==> src/shared/pim_map.svh <==
`ifndef PIM_MAP_SVH
`define PIM_MAP_SVH
`define PIM_OFF_STATUS     8'h00
`define PIM_OFF_CTRL       8'h04
`define PIM_OFF_THRESH     8'h08
`define PIM_OFF_GLOBAL     8'h0C
`define PIM_CTRL_RESET     8'hFF
`define PIM_THRESH_RESET   8'h00
`define PIM_GLOBAL_RESET   1'b0
`define PIM_BIT_CRC_GATE   7
`define PIM_BIT_UNLOCK     6
`define PIM_BIT_FILTER     5
`define PIM_BIT_WMARK      4
`define PIM_BIT_CCA        3
`define PIM_BIT_RX         2
`define PIM_BIT_TX         1
`define PIM_BIT_SEQ        0
`define PIM_NUM_SRC        7
`endif

==> src/shared/pim_pkg.sv <==
package pim_pkg;
    typedef logic [7:0] pim_byte_type;
    typedef logic [6:0] pim_src_type;
    typedef enum logic [1:0] {
        PIM_RX_HUNT    = 2'b00,
        PIM_RX_FRAME   = 2'b01,
        PIM_RX_DONE    = 2'b10
    } pim_rx_state_type;
endpackage

==> src/rtl/pim_sync.sv <==
`timescale 1ns/1ps
`default_nettype none
module pim_sync (
    input  wire logic                 pclk,
    input  wire logic                 presetn,
    input  wire pim_pkg::pim_src_type d,
    output var  pim_pkg::pim_src_type q_rise
);
    import pim_pkg::*;
    pim_src_type s1_reg;
    pim_src_type s2_reg;
    pim_src_type s3_reg;
    pim_src_type q_reg;
    // Three stages; a level counts once stages two and three agree
    always_ff @(posedge pclk or negedge presetn) begin
        if (!presetn) begin
            s1_reg <= 7'h00;
            s2_reg <= 7'h00;
            s3_reg <= 7'h00;
        end else begin
            s1_reg <= d;
            s2_reg <= s1_reg;
            s3_reg <= s2_reg;
        end
    end
    genvar i;
    generate
        for (i = 0; i < 7; i++) begin : g_bit
            always_ff @(posedge pclk or negedge presetn) begin
                if (!presetn) begin
                    q_reg[i] <= 1'b0;
                end else if (s2_reg[i] == s3_reg[i]) begin
                    q_reg[i] <= s3_reg[i];
                end
            end
            assign q_rise[i] = (s2_reg[i] == s3_reg[i]) && s3_reg[i] && !q_reg[i];
        end
    endgenerate
endmodule
`default_nettype wire

==> src/rtl/pim_irq_ctrl.sv <==
`timescale 1ns/1ps
`default_nettype none
`include "pim_map.svh"
module pim_irq_ctrl (
    input  wire logic                  pclk,
    input  wire logic                  presetn,
    input  wire logic                  psel,
    input  wire logic                  penable,
    input  wire logic                  pwrite,
    input  wire logic [7:0]            paddr,
    input  wire logic [31:0]           pwdata,
    output logic                       pready,
    output logic [31:0]                prdata,
    output logic                       pslverr,
    input  wire logic                  synth_unlock_evt,
    input  wire logic                  filter_reject_evt,
    input  wire logic                  channel_assess_evt,
    input  wire logic                  transmit_done_evt,
    input  wire logic                  sequence_done_evt,
    input  wire logic                  rx_byte_strobe,
    input  wire logic                  rx_frame_start,
    input  wire logic                  rx_last_octet,
    input  wire logic                  frame_check_good,
    output logic                       rx_complete,
    output logic                       rx_rehunt,
    output logic [7:0]                 rx_byte_count,
    output logic                       irq_n
);
    import pim_pkg::*;

    pim_byte_type     ctrl_reg;
    pim_byte_type     thresh_reg;
    logic             global_mask_reg;
    pim_src_type      pend_reg;
    pim_src_type      pend_next;
    pim_src_type      async_rise;
    pim_src_type      evt;
    pim_rx_state_type rx_state_reg;
    logic             rx_complete_reg;
    logic             rx_rehunt_reg;
    logic [7:0]       count_reg;
    logic [31:0]      prdata_reg;
    logic             wr_en;
    logic             rd_en;
    logic             addr_ok;
    logic             wmark_hit;
    logic             irq_raw;

    // Async radio-side events enter through the synchroniser
    pim_sync pim_sync_i (
        .pclk    (pclk),
        .presetn (presetn),
        .d       ({synth_unlock_evt, filter_reject_evt, 1'b0, channel_assess_evt,
                   1'b0, transmit_done_evt, sequence_done_evt}),
        .q_rise  (async_rise)
    );

    assign addr_ok = (paddr == `PIM_OFF_STATUS) || (paddr == `PIM_OFF_CTRL) ||
                     (paddr == `PIM_OFF_THRESH) || (paddr == `PIM_OFF_GLOBAL);
    assign wr_en   = psel && penable && pwrite && addr_ok;
    assign rd_en   = psel && !penable && !pwrite;
    assign pready  = 1'b1;
    assign pslverr = psel && penable && !addr_ok;
    assign prdata  = prdata_reg;

    always_ff @(posedge pclk or negedge presetn) begin
        if (!presetn) begin
            ctrl_reg <= `PIM_CTRL_RESET;
        end else if (wr_en && paddr == `PIM_OFF_CTRL) begin
            ctrl_reg <= pwdata[7:0];
        end
    end

    always_ff @(posedge pclk or negedge presetn) begin
        if (!presetn) begin
            thresh_reg <= `PIM_THRESH_RESET;
        end else if (wr_en && paddr == `PIM_OFF_THRESH) begin
            thresh_reg <= pwdata[7:0];
        end
    end

    always_ff @(posedge pclk or negedge presetn) begin
        if (!presetn) begin
            global_mask_reg <= `PIM_GLOBAL_RESET;
        end else if (wr_en && paddr == `PIM_OFF_GLOBAL) begin
            global_mask_reg <= pwdata[0];
        end
    end

    // Read data registered in setup phase, valid during access phase
    always_ff @(posedge pclk or negedge presetn) begin
        if (!presetn) begin
            prdata_reg <= 32'h0000_0000;
        end else if (rd_en) begin
            unique case (paddr)
                `PIM_OFF_STATUS: prdata_reg <= {25'h0000000, pend_reg};
                `PIM_OFF_CTRL:   prdata_reg <= {24'h000000, ctrl_reg};
                `PIM_OFF_THRESH: prdata_reg <= {24'h000000, thresh_reg};
                `PIM_OFF_GLOBAL: prdata_reg <= {31'h00000000, global_mask_reg};
                default:         prdata_reg <= 32'h0000_0000;
            endcase
        end
    end

    // Received byte counter, restarts on each frame
    always_ff @(posedge pclk or negedge presetn) begin
        if (!presetn) begin
            count_reg <= 8'h00;
        end else if (rx_frame_start) begin
            count_reg <= 8'h00;
        end else if (rx_byte_strobe) begin
            count_reg <= count_reg + 8'h01;
        end
    end
    assign rx_byte_count = count_reg;
    // Threshold zero disabled, else counter wrap would hit it
    assign wmark_hit = rx_byte_strobe && !rx_frame_start && (thresh_reg != 8'h00) &&
                       ((count_reg + 8'h01) == thresh_reg);

    // Receive completion decision at the last octet
    always_ff @(posedge pclk or negedge presetn) begin
        if (!presetn) begin
            rx_state_reg    <= PIM_RX_HUNT;
            rx_complete_reg <= 1'b0;
            rx_rehunt_reg   <= 1'b0;
        end else begin
            rx_complete_reg <= 1'b0;
            rx_rehunt_reg   <= 1'b0;
            unique case (rx_state_reg)
                PIM_RX_HUNT: begin
                    if (rx_frame_start) begin
                        rx_state_reg <= PIM_RX_FRAME;
                    end
                end
                PIM_RX_FRAME: begin
                    if (rx_last_octet) begin
                        if (!ctrl_reg[`PIM_BIT_CRC_GATE] || frame_check_good) begin
                            rx_complete_reg <= 1'b1;
                            rx_state_reg    <= PIM_RX_DONE;
                        end else begin
                            rx_rehunt_reg <= 1'b1;
                            rx_state_reg  <= PIM_RX_HUNT;
                        end
                    end
                end
                PIM_RX_DONE: begin
                    rx_state_reg <= PIM_RX_HUNT;
                end
                default: begin
                    rx_state_reg <= PIM_RX_HUNT;
                end
            endcase
        end
    end
    assign rx_complete = rx_complete_reg;
    assign rx_rehunt   = rx_rehunt_reg;

    // Event vector in status bit order 6..0
    assign evt = {async_rise[6],
                  async_rise[5],
                  wmark_hit,
                  async_rise[3],
                  rx_complete_reg,
                  async_rise[1],
                  async_rise[0]};

    // Sticky pending, write one to clear, set wins over clear
    always_comb begin
        pend_next = pend_reg;
        if (wr_en && paddr == `PIM_OFF_STATUS) begin
            pend_next = pend_reg & ~pwdata[6:0];
        end
        pend_next = pend_next | evt;
    end

    always_ff @(posedge pclk or negedge presetn) begin
        if (!presetn) begin
            pend_reg <= 7'h00;
        end else begin
            pend_reg <= pend_next;
        end
    end

    assign irq_raw = |(pend_reg & ~ctrl_reg[6:0]) && !global_mask_reg;

    always_ff @(posedge pclk or negedge presetn) begin
        if (!presetn) begin
            irq_n <= 1'b1;
        end else begin
            irq_n <= !irq_raw;
        end
    end

    // Each unmasked pending source pulls the line low while the global mask is clear
    genvar k;
    generate
        for (k = 0; k < `PIM_NUM_SRC; k++) begin : g_src_irq

        end
    endgenerate
endmodule
`default_nettype wire

==> config.mk <==
export PLATFORM = sky130hd
export DESIGN_NAME = pim_irq_ctrl
export DESIGN_NICKNAME = d
export VERILOG_FILES = /design/src/shared/pim_pkg.sv /design/src/rtl/pim_sync.sv /design/src/rtl/pim_irq_ctrl.sv
export VERILOG_INCLUDE_DIRS = /design/src /design/src/shared
export SDC_FILE = /design/constraint.sdc
export NUM_CORES = 1
export LEC_CHECK = 0
export BUFFER_PORTS_ARGS = -buffer_cell sky130_fd_sc_hd__buf_2
export CORE_ASPECT_RATIO = 0.75
export CORE_MARGIN = 3
export CORE_UTILIZATION = 47
export CTS_CLUSTER_SIZE = 28
export DETAILED_ROUTE_END_ITERATION = 16
export PLACE_DENSITY = 0.77
export RECOVER_POWER = 25
export SYNTH_ARGS = -nofsm -noshare
export SYNTH_HDL_FRONTEND = slang
export SYNTH_HIERARCHICAL = 1
export SYNTH_SLANG_ARGS = --single-unit
==> constraint.sdc <==
create_clock -name pclk -period 1.3 [get_ports pclk]
set_input_delay 0.26 -clock pclk [delete_from_list [all_inputs] [get_ports pclk]]
set_output_delay 0.26 -clock pclk [all_outputs]
set_load 0.01 [all_outputs]
==> results of run 1 <==
-- area by class of cell --
class / count / area (um^2) / share of cell area [%]
repair buffers: 81 / 573 / 14.3
clock inverters: 4 / 76.3 / 1.91
clock buffers: 12 / 145 / 3.63
inverters: 9 / 33.8 / 0.845
well taps: 78 / 97.6 / 2.44
multi-input cells: 186 / 1430 / 35.8
flip-flops and latches: 65 / 1640 / 41.0
-- metrics by stage --
stage / utilization, % / power [W] / hold slack [ns] / worst slack (ns) / TNS, ns
floorplan: - / 0.00251 / -0.0356 / -0.235 / -2.51
global placement: 57.9 / 0.00264 / 0.296 / -0.330 / -7.53
detailed placement: 57.9 / 0.00266 / 0.300 / -0.400 / -8.53
CTS: 63.1 / 0.00459 / 0.00285 / -0.124 / -0.203
global route: 65.6 / 0.00480 / -0.00110 / -0.174 / -1.26
finish: 65.6 / 0.00458 / 0.0187 / -0.127 / -0.446
-- cell usage in the layout, fill, tap and decap left out, drive strengths merged, types with 5 or more instances in the layout --
master  count
a21o        7
and3        5
mux2       22
inv         9
ha          6
xor2        8
o21ai      11
dfstp       9
a21oi       8
nor2b       6
conb       25
clkbuf     12
dfrtp      56
mux2i       8
nor2       18
xnor2      10
nand2      24
buf        79
-- metal layers --
layer / wire length [um] / share of wire [%] / track usage [%]
met4: 133 / 2.0 / 5.32
met1: 3020 / 46 / 23.7
met3: 394 / 6.0 / 7.32
met2: 3070 / 46 / 26.8
met5: 0 / 0 / 0
-- worst max path at each step --
stage | slack, ns | start | depth (start not counted) | end
floorplan | -0.23 | paddr[1] | 4 | thresh_reg[0]
global placement | -0.33 | paddr[1] | 6 | thresh_reg[2]
detailed placement | -0.40 | paddr[1] | 7 | ctrl_reg[1]
CTS | -0.12 | rx_byte_count[0] | 5 | pend_reg[4]
global route | -0.17 | rx_byte_count[1] | 5 | pend_reg[4]
finish | -0.13 | rx_byte_count[1] | 5 | pend_reg[4]
-- power by group through the flow --
| stage | Clock [W] | Sequential, W | Combinational, W |
|---|---|---|---|
| 6_report | 0.00190 | 0.00220 | 0.000485 |
| 5_1_grt | 0.00204 | 0.00221 | 0.000543 |
| 4_1_cts | 0.00194 | 0.00220 | 0.000457 |
| 3_5_place_dp | 0 | 0.00223 | 0.000432 |
| 3_3_place_gp | 0 | 0.00222 | 0.000420 |
| 2_1_floorplan | 0 | 0.00222 | 0.000290 |
-- repair_timing --
| item | in CTS | in global routing |
|---|---|---|
| endpoints found under the setup margin | 14 | 32 |
| resized for setup | 10 | 29 |
| setup buffers | 4 | 5 |
| hold buffers | 1 | 1 |
| gates cloned | 0 | 0 |
| hold endpoints to repair | 56 | 1 |
| pin swaps | 7 | 14 |
-- critical path, delay by kind of cell (launching register included) --
family                    cells  cell delay [ns]
AOI/OAI and AO/OA             1             0.18
xor gates and xnor gates      1             0.13
DFF                           1             0.41
muxes                         1             0.21
and+or+nand+nor               2             0.44
==> qor.yml, run 1 <==
fin_crit_sh_pct: 110
gr-total-overflow: 0
wl_per_cell_um: 15.2
row_count: 24
clock_power_share_pct: 41.5
rr_startpoint: "rx_byte_count[1]"
drive_gt1_share_pct: 41.5
fp.dieArea_um2: 7590
die_w_um: 99.6
final_area_um2: 4000
hold_path_class: "in2reg"
core_area_um2: 6100
violations: "negative setup slack"
status: "finished, violations left"
grt_max_degree: 66
cts_tree: "done"
period_needed_ns: 1.43
drtPass1Iterations: 4
dp_hpwl_um: 4640
r2r_end: "pend_reg[4]"
finalNonFillerCells: 435
syn2layout_area_growth_pct: 29.4
hold_violations: 0
max_freq_mhz: 701
ir_drop_v: 0.000928
net-switching-power_w: 0.00108
routed_via_density: 5.02
pwr-share-seq_pct: 47.9
worst_skew_pair.late_latency_ns: 0.34
setup_viol: 12
insertedDiodeCount: 0
skew_ns: 0.00590
antenna_left: 0
drc_errors: 0
antenna_found_initial: 0
rsz0062_at_grt: "yes"
path_class: "reg2reg"
holdPathEnd: "pim_sync_i/s1_reg[3]"
hold_path_startpoint: "channel_assess_evt"
cp.arrival_ns: 1.71
cts_inserted_buffers: 9
fillers: 453
ios: 99
hold_depth: 1
start_util_pct: 50.7
power_density_nw_per_um2: 1150
worst-r2r-setup-slack_ns: -0.13
grt_pass1_vias: 2215
grt_pass1_wl_um: 10600
setup_ws_ns: -0.127
cp-end-kind: "register"
cap_violations: 0
internal-power_w: 0.00350
synthCells: 268
fin_nets: 412
crit_slowest_cell: "dfrtp_1"
worstMarginPinSlew_ns: 0.797
critPathMostFrequentCell: "and3_4"
worst_path_largest_cell_delay_ns: 0.41
crit_fanout: 4
track_usage_pct: 17.9
port_buffers: 49
required_ns: 1.58
combPwrFrac_pct: 10.6
relSlewSlack_pct: 46.8
path_cells: "and3_4 > and3_4 > xnor2_2 > mux2i_1 > a41o_1"
syn_area_um2: 3090
drtIter0Drc: 57
switching_share_pct: 23.6
clock-sinks: 65
r2r_cells: 5
synth_warnings: 6
dp_cells: 409
slew_viol_final: 0
clockRootBuffer: "clkbuf_8"
cts.reportedPaths.clkPinSlew_ns: 0.07
htreeDepth: 3
gp_congestion: 0.856
clock_path_buffers: 2
routed_wl_um: 6620
p_leak_nw: 1.93
num_vias: 2183
place_area_um2: 3530
crit_path_start_kind: "register"
avgSynthCellArea_um2: 11.5
die_h_um: 76.2
(Power assumes the default switching activity.)
==> run 2: changes to the inputs <==
--- a/config.mk
+++ b/config.mk
@@ -10,10 +10,12 @@
 export CORE_ASPECT_RATIO = 0.75
 export CORE_MARGIN = 3
 export CORE_UTILIZATION = 47
+export CTS_CLUSTER_DIAMETER = 60
 export CTS_CLUSTER_SIZE = 28
 export DETAILED_ROUTE_END_ITERATION = 16
 export PLACE_DENSITY = 0.77
 export RECOVER_POWER = 25
+export SETUP_SLACK_MARGIN = 0.05
 export SYNTH_ARGS = -nofsm -noshare
 export SYNTH_HDL_FRONTEND = slang
 export SYNTH_HIERARCHICAL = 1
==> run 2 against run 1 <==
Net effect:
- die area is the same
- combinational power down 4%
- first-iteration DRC count rose by 130%
- sequential share of layout area is essentially flat
- non-clock buffer count rose by 2
- clock skew about the same
- register-to-register slack better by 0.02 ns
- the run still ends with negative setup slack left
- routed wire length is 2.9% lower
- hold slack improved by 0.0078 ns
- critical path depth is the same
- highest routed layer unchanged
==> qor.yml, run 2 (synthesis results as in run 1) <==
routed_via_density: 4.96
grt_max_degree: 66
clock-sinks: 65
drc_errors: 0
finalNonFillerCells: 437
crit_fanout: 4
layout_common_cells: "dfrtp_1 (53), buf_2 (41), conb_1 (25), buf_4 (24)"
drtPass1Iterations: 5
fp.dieArea_um2: 7590
cts_inserted_buffers: 9
final_common_cell: "dfrtp_1"
die_w_um: 99.6
wl_per_cell_um: 14.7
die_h_um: 76.2
setup_ws_ns: -0.105
antenna_found_initial: 0
fillers: 485
dp_cells: 411
track_usage_pct: 17.5
worst_path_largest_cell_delay_ns: 0.41
met3_usage_pct: 4.94
grt_pass1_wl_um: 10500
crit_slowest_cell: "dfrtp_1"
row_count: 24
rsz0062_at_grt: "yes"
path_class: "reg2reg"
crit_start: "rx_byte_count[1]"
period_needed_ns: 1.40
place_ws_ns: -0.363
busiest_layer: "met2"
antenna_left: 0
critPathMostFrequentCell: "and3_4"
insertedDiodeCount: 0
slew_viol_final: 0
fin_nets: 414
clock_path_buffers: 2
ios: 99
max_freq_mhz: 712
hold_depth: 1
multi_input_area_um2: 1450
rr_startpoint: "rx_byte_count[1]"
crit_path_start_kind: "register"
worst_skew_pair.late_latency_ns: 0.33
violations: "negative setup slack"
cap_violations: 0
cts_tree: "done"
relSlewSlack_pct: 61.2
setup_viol: 13
r2r_cells: 5
start_util_pct: 50.7
gr-total-overflow: 0
num_vias: 2167
core_area_um2: 6100
ir_drop_v: 0.000696
cp.arrival_ns: 1.67
drive_gt1_share_pct: 44.3
routed_wl_um: 6430
dp_hpwl_um: 4600
skew_ns: 0.00568
hold_path_startpoint: "transmit_done_evt"
drtIter0Drc: 130
required_ns: 1.57
hold_violations: 0
path_cells: "and3_4 > and3_4 > xnor2_2 > mux2i_1 > a41o_1"
use_met2_pct: 26.7
grt_pass1_vias: 2152
p_leak_nw: 1.93
worstMarginPinSlew_ns: 0.582
grt_util_met1_pct: 24.2
status: "finished, violations left"
power_density_nw_per_um2: 1070
worst-r2r-setup-slack_ns: -0.10
htreeDepth: 3
fin_crit_sh_pct: 108
hold_path_class: "in2reg"
cp-end-kind: "register"
cts.reportedPaths.clkPinSlew_ns: 0.07
seqCellArea_um2: 1640
port_buffers: 49
clockRootBuffer: "clkbuf_8"
gp_congestion: 0.854
syn2layout_area_growth_pct: 29.4
## run 2: cell count changes in the layout (fill, tap and decap cells not counted), sizes merged
cell         change
buf              +2
bufinv           -2
clkbuf           +2
clkinv           +1
dlygate4sd3      -1
## run 2: area by class of cell
class                   count  share of cell area (%)
repair buffers             83                    14.7
clock inverters             3                   0.626
well taps                  78                    2.44
flip-flops and latches     65                    41.0
inverters                   9                   0.845
multi-input cells         186                    36.1
clock buffers              13                    4.22
## run 2: critical path: cells and delay by family, from the launching register on
family | cells | cell delay [ns]
simple gates | 2 | 0.43
mux | 1 | 0.21
compound gates | 1 | 0.18
xor+xnor | 1 | 0.11
flops | 1 | 0.41
## run 2: where the power goes
part	leakage [nW]	switching [W]	internal [W]
combinational	1.05	0.000243	0.000225
sequential	0.787	0.0000680	0.00213
clock	0.0958	0.000749	0.000856
total	1.93	0.00106	0.00321
## run 2: per-stage QoR
stage | power, W | hold slack, ns | util, % | TNS, ns | instance area (um^2)
final | 0.00427 | 0.0265 | 65.6 | -0.290 | 4000
after floorplan | 0.00251 | -0.0356 | - | -2.52 | 3240
after global placement | 0.00265 | 0.296 | 58.4 | -7.76 | 3560
after detailed placement | 0.00267 | 0.295 | 58.4 | -8.43 | 3560
after global routing | 0.00449 | 0.00683 | 65.6 | -1.56 | 4000
after CTS | 0.00432 | 0.00493 | 63.9 | -0.325 | 3900
## run 2: worst paths after layout
kind,to
worst max-delay path,pend_reg[4]
worst min-delay path,pim_sync_i/s1_reg[1]
worst max register to register,pend_reg[4]
worst min register to register,pim_sync_i/s2_reg[0]
max in group asynchronous,rx_byte_count[0]
min in group asynchronous,prdata[3]
## run 2: repair_timing
item | CTS | global route
endpoints found under the hold margin | 56 | 0
hold buffers | 1 | 0
setup endpoints to repair | 32 | 42
pin swaps | 11 | 21
gates resized for setup | 28 | 21
buffers inserted | 6 | 5
## run 2: routing by layer
metal	up-vias	part of all wire, %
li1	1042	-
met1	1041	48
met2	73	46
met3	11	5.6
met4	0	1.2
met5	-	0
==> run 3: changes to the inputs <==
--- a/config.mk
+++ b/config.mk
@@ -13,6 +13,7 @@
 export CTS_CLUSTER_DIAMETER = 60
 export CTS_CLUSTER_SIZE = 28
 export DETAILED_ROUTE_END_ITERATION = 16
+export GPL_TIMING_DRIVEN = 0
 export PLACE_DENSITY = 0.77
 export RECOVER_POWER = 25
 export SETUP_SLACK_MARGIN = 0.05
==> run 3 against run 2 <==
Net effect:
- the flow finishes with violations (negative hold slack, negative setup slack)
- hold slack got worse by 0.044 ns
- non-clock buffer count rose by 16
- clock power grew 7%
- fmax fell by 3.6%
- count of clock-buffer cells in the layout down 4
- core utilization grew 1.9 points
- final cell count rose by 3.7%
- flip-flop and latch count unchanged
- register-to-register slack worse by 0.05 ns
- sequential share of layout area fell by 1.2 points
- critical path type unchanged
- highest routed layer unchanged
==> qor.yml, run 3 (synthesis results as in run 1) <==
status: "finished, violations left"
violations: "negative hold slack, negative setup slack"
rsz0062_at_grt: "yes"
clock_path_buffers: 2
place_ws_ns: -0.596
setup_viol: 20
grt_pass1_vias: 2131
syn2layout_area_growth_pct: 33.2
die_h_um: 76.2
power_density_nw_per_um2: 1080
fin_nets: 430
critPathMostFrequentCell: "and3_4"
drc_errors: 0
cts_inserted_buffers: 9
grt_max_degree: 36
drive_gt1_share_pct: 44.3
setup_ws_ns: -0.157
insertedDiodeCount: 0
crit_slowest_cell: "dfrtp_1"
ios: 99
crit_path_start_kind: "register"
track_usage_pct: 17.9
crit_fanout: 3
r2r_cells: 6
r2r_end: "pend_reg[4]"
die_w_um: 99.6
antenna_left: 0
row_count: 24
cts_tree: "done"
ir_drop_v: 0.000734
worstMarginPinSlew_ns: 0.775
final_common_cell: "dfrtp_1"
max_freq_mhz: 686
grt_pass1_wl_um: 10600
routed_via_density: 4.85
fin_crit_sh_pct: 112
cp.arrival_ns: 1.74
hold_path_class: "in2async"
fillers: 461
layout_common_cells: "dfrtp_1 (53), buf_2 (40), buf_4 (33), conb_1 (25), nor2_1 (17)"
antenna_found_initial: 0
worst-r2r-setup-slack_ns: -0.16
core_area_um2: 6100
wl_per_cell_um: 14.2
fp.dieArea_um2: 7590
dp_hpwl_um: 4540
clockRootBuffer: "clkbuf_8"
worst_skew_pair.late_latency_ns: 0.34
cap_violations: 0
start_util_pct: 50.7
period_needed_ns: 1.46
htreeDepth: 3
clock-sinks: 65
rr_startpoint: "rx_byte_count[2]"
skew_ns: 0.0104
relSlewSlack_pct: 48.3
power.total_w: 0.00443
worst_path_largest_cell_delay_ns: 0.39
port_buffers: 47
finalHoldWorstSlack_ns: -0.0175
cp-end-kind: "register"
multi_input_area_um2: 1420
num_vias: 2195
path_cells: "buf_6 > and3_4 > and3_4 > xnor2_2 > mux2i_1 > a41o_1"
p_leak_nw: 2.01
required_ns: 1.59
slew_viol_final: 0
drtIter0Drc: 75
gr-total-overflow: 0
routed_wl_um: 6410
gp_congestion: 0.783
hold_violations: 23
path_class: "reg2reg"
cts.reportedPaths.clkPinSlew_ns: 0.08
seqCellArea_um2: 1640
drtPass1Iterations: 4
-- run 3: cell count changes in the layout (fill, tap and decap cells not counted), sizes merged --
cell,previous run,this run
clkinv,2,3
dlygate4sd3,1,6
buf,81,89
clkbuf,14,13
inv,9,11
bufinv,0,1
-- run 3: power breakdown --
part	switching [W]	leakage (nW)	internal (W)
registers	0.0000667	0.787	0.00212
clock network	0.000823	0.100	0.000900
logic	0.000248	1.12	0.000262
-- run 3: metal layers --
layer	global-route usage [%]	vias to the layer above	part of all wire (%)
li1	-	1072	-
met1	24.2	1046	47
met2	27.0	69	45
met3	5.95	8	6.4
met4	6.14	0	1.0
met5	0	-	0
-- run 3: worst max path at each step --
stage	slack (ns)	endpoint	start	cells past startpoint
2_1_floorplan	-0.23	thresh_reg[0]	paddr[1]	4
3_3_place_gp	-0.59	pend_reg[4]	paddr[1]	6
3_5_place_dp	-0.60	pend_reg[4]	paddr[1]	6
4_1_cts	-0.20	pend_reg[4]	rx_byte_count[2]	6
5_1_grt	-0.23	rx_byte_count[7]	rx_byte_count[1]	6
6_report	-0.16	pend_reg[4]	rx_byte_count[2]	6
-- run 3: through the flow --
| stage | util (%) | setup TNS [ns] | hold slack [ns] | cells | cell area, um^2 |
|---|---|---|---|---|---|
| after global routing | 67.5 | -1.53 | 0.0141 | 453 | 4120 |
| after detailed placement | 58.9 | -11.74 | 0.341 | 417 | 3590 |
| after global placement | 58.5 | -24.56 | 0.332 | 416 | 3570 |
| after CTS | 65.4 | -0.947 | -0.0217 | 447 | 3980 |
| final | 67.5 | -0.718 | -0.0175 | 453 | 4120 |
| after floorplan | - | -2.52 | -0.0356 | 291 | 3240 |
-- run 3: layout make-up --
type | count | share of cell area (%)
Clock inverter | 7 | 1.88
Sequential cell | 65 | 39.9
Timing Repair Buffer | 68 | 12.0
Clock buffer | 9 | 3.01
Buffer | 31 | 5.53
Inverter | 9 | 0.821
Tap cell | 78 | 2.37
Multi-Input combinational cell | 186 | 34.5
-- run 3: what timing repair did --
action / in CTS / in global routing
pin swaps: 8 / 24
endpoints found under the setup margin: 23 / 44
buffers inserted: 11 / 5
hold endpoints to repair: 28 / 4
hold buffers: 3 / 3
resized for setup: 20 / 26
-- run 3: worst max-delay path, delay by kind of cell, from the launching register on --
| kind | cells | cell delay (ns) |
|---|---|---|
| compound gates | 1 | 0.17 |
| xor+xnor | 1 | 0.15 |
| buf+inv | 1 | 0.12 |
| flops | 1 | 0.39 |
| mux | 1 | 0.22 |
| simple gates | 2 | 0.36 |
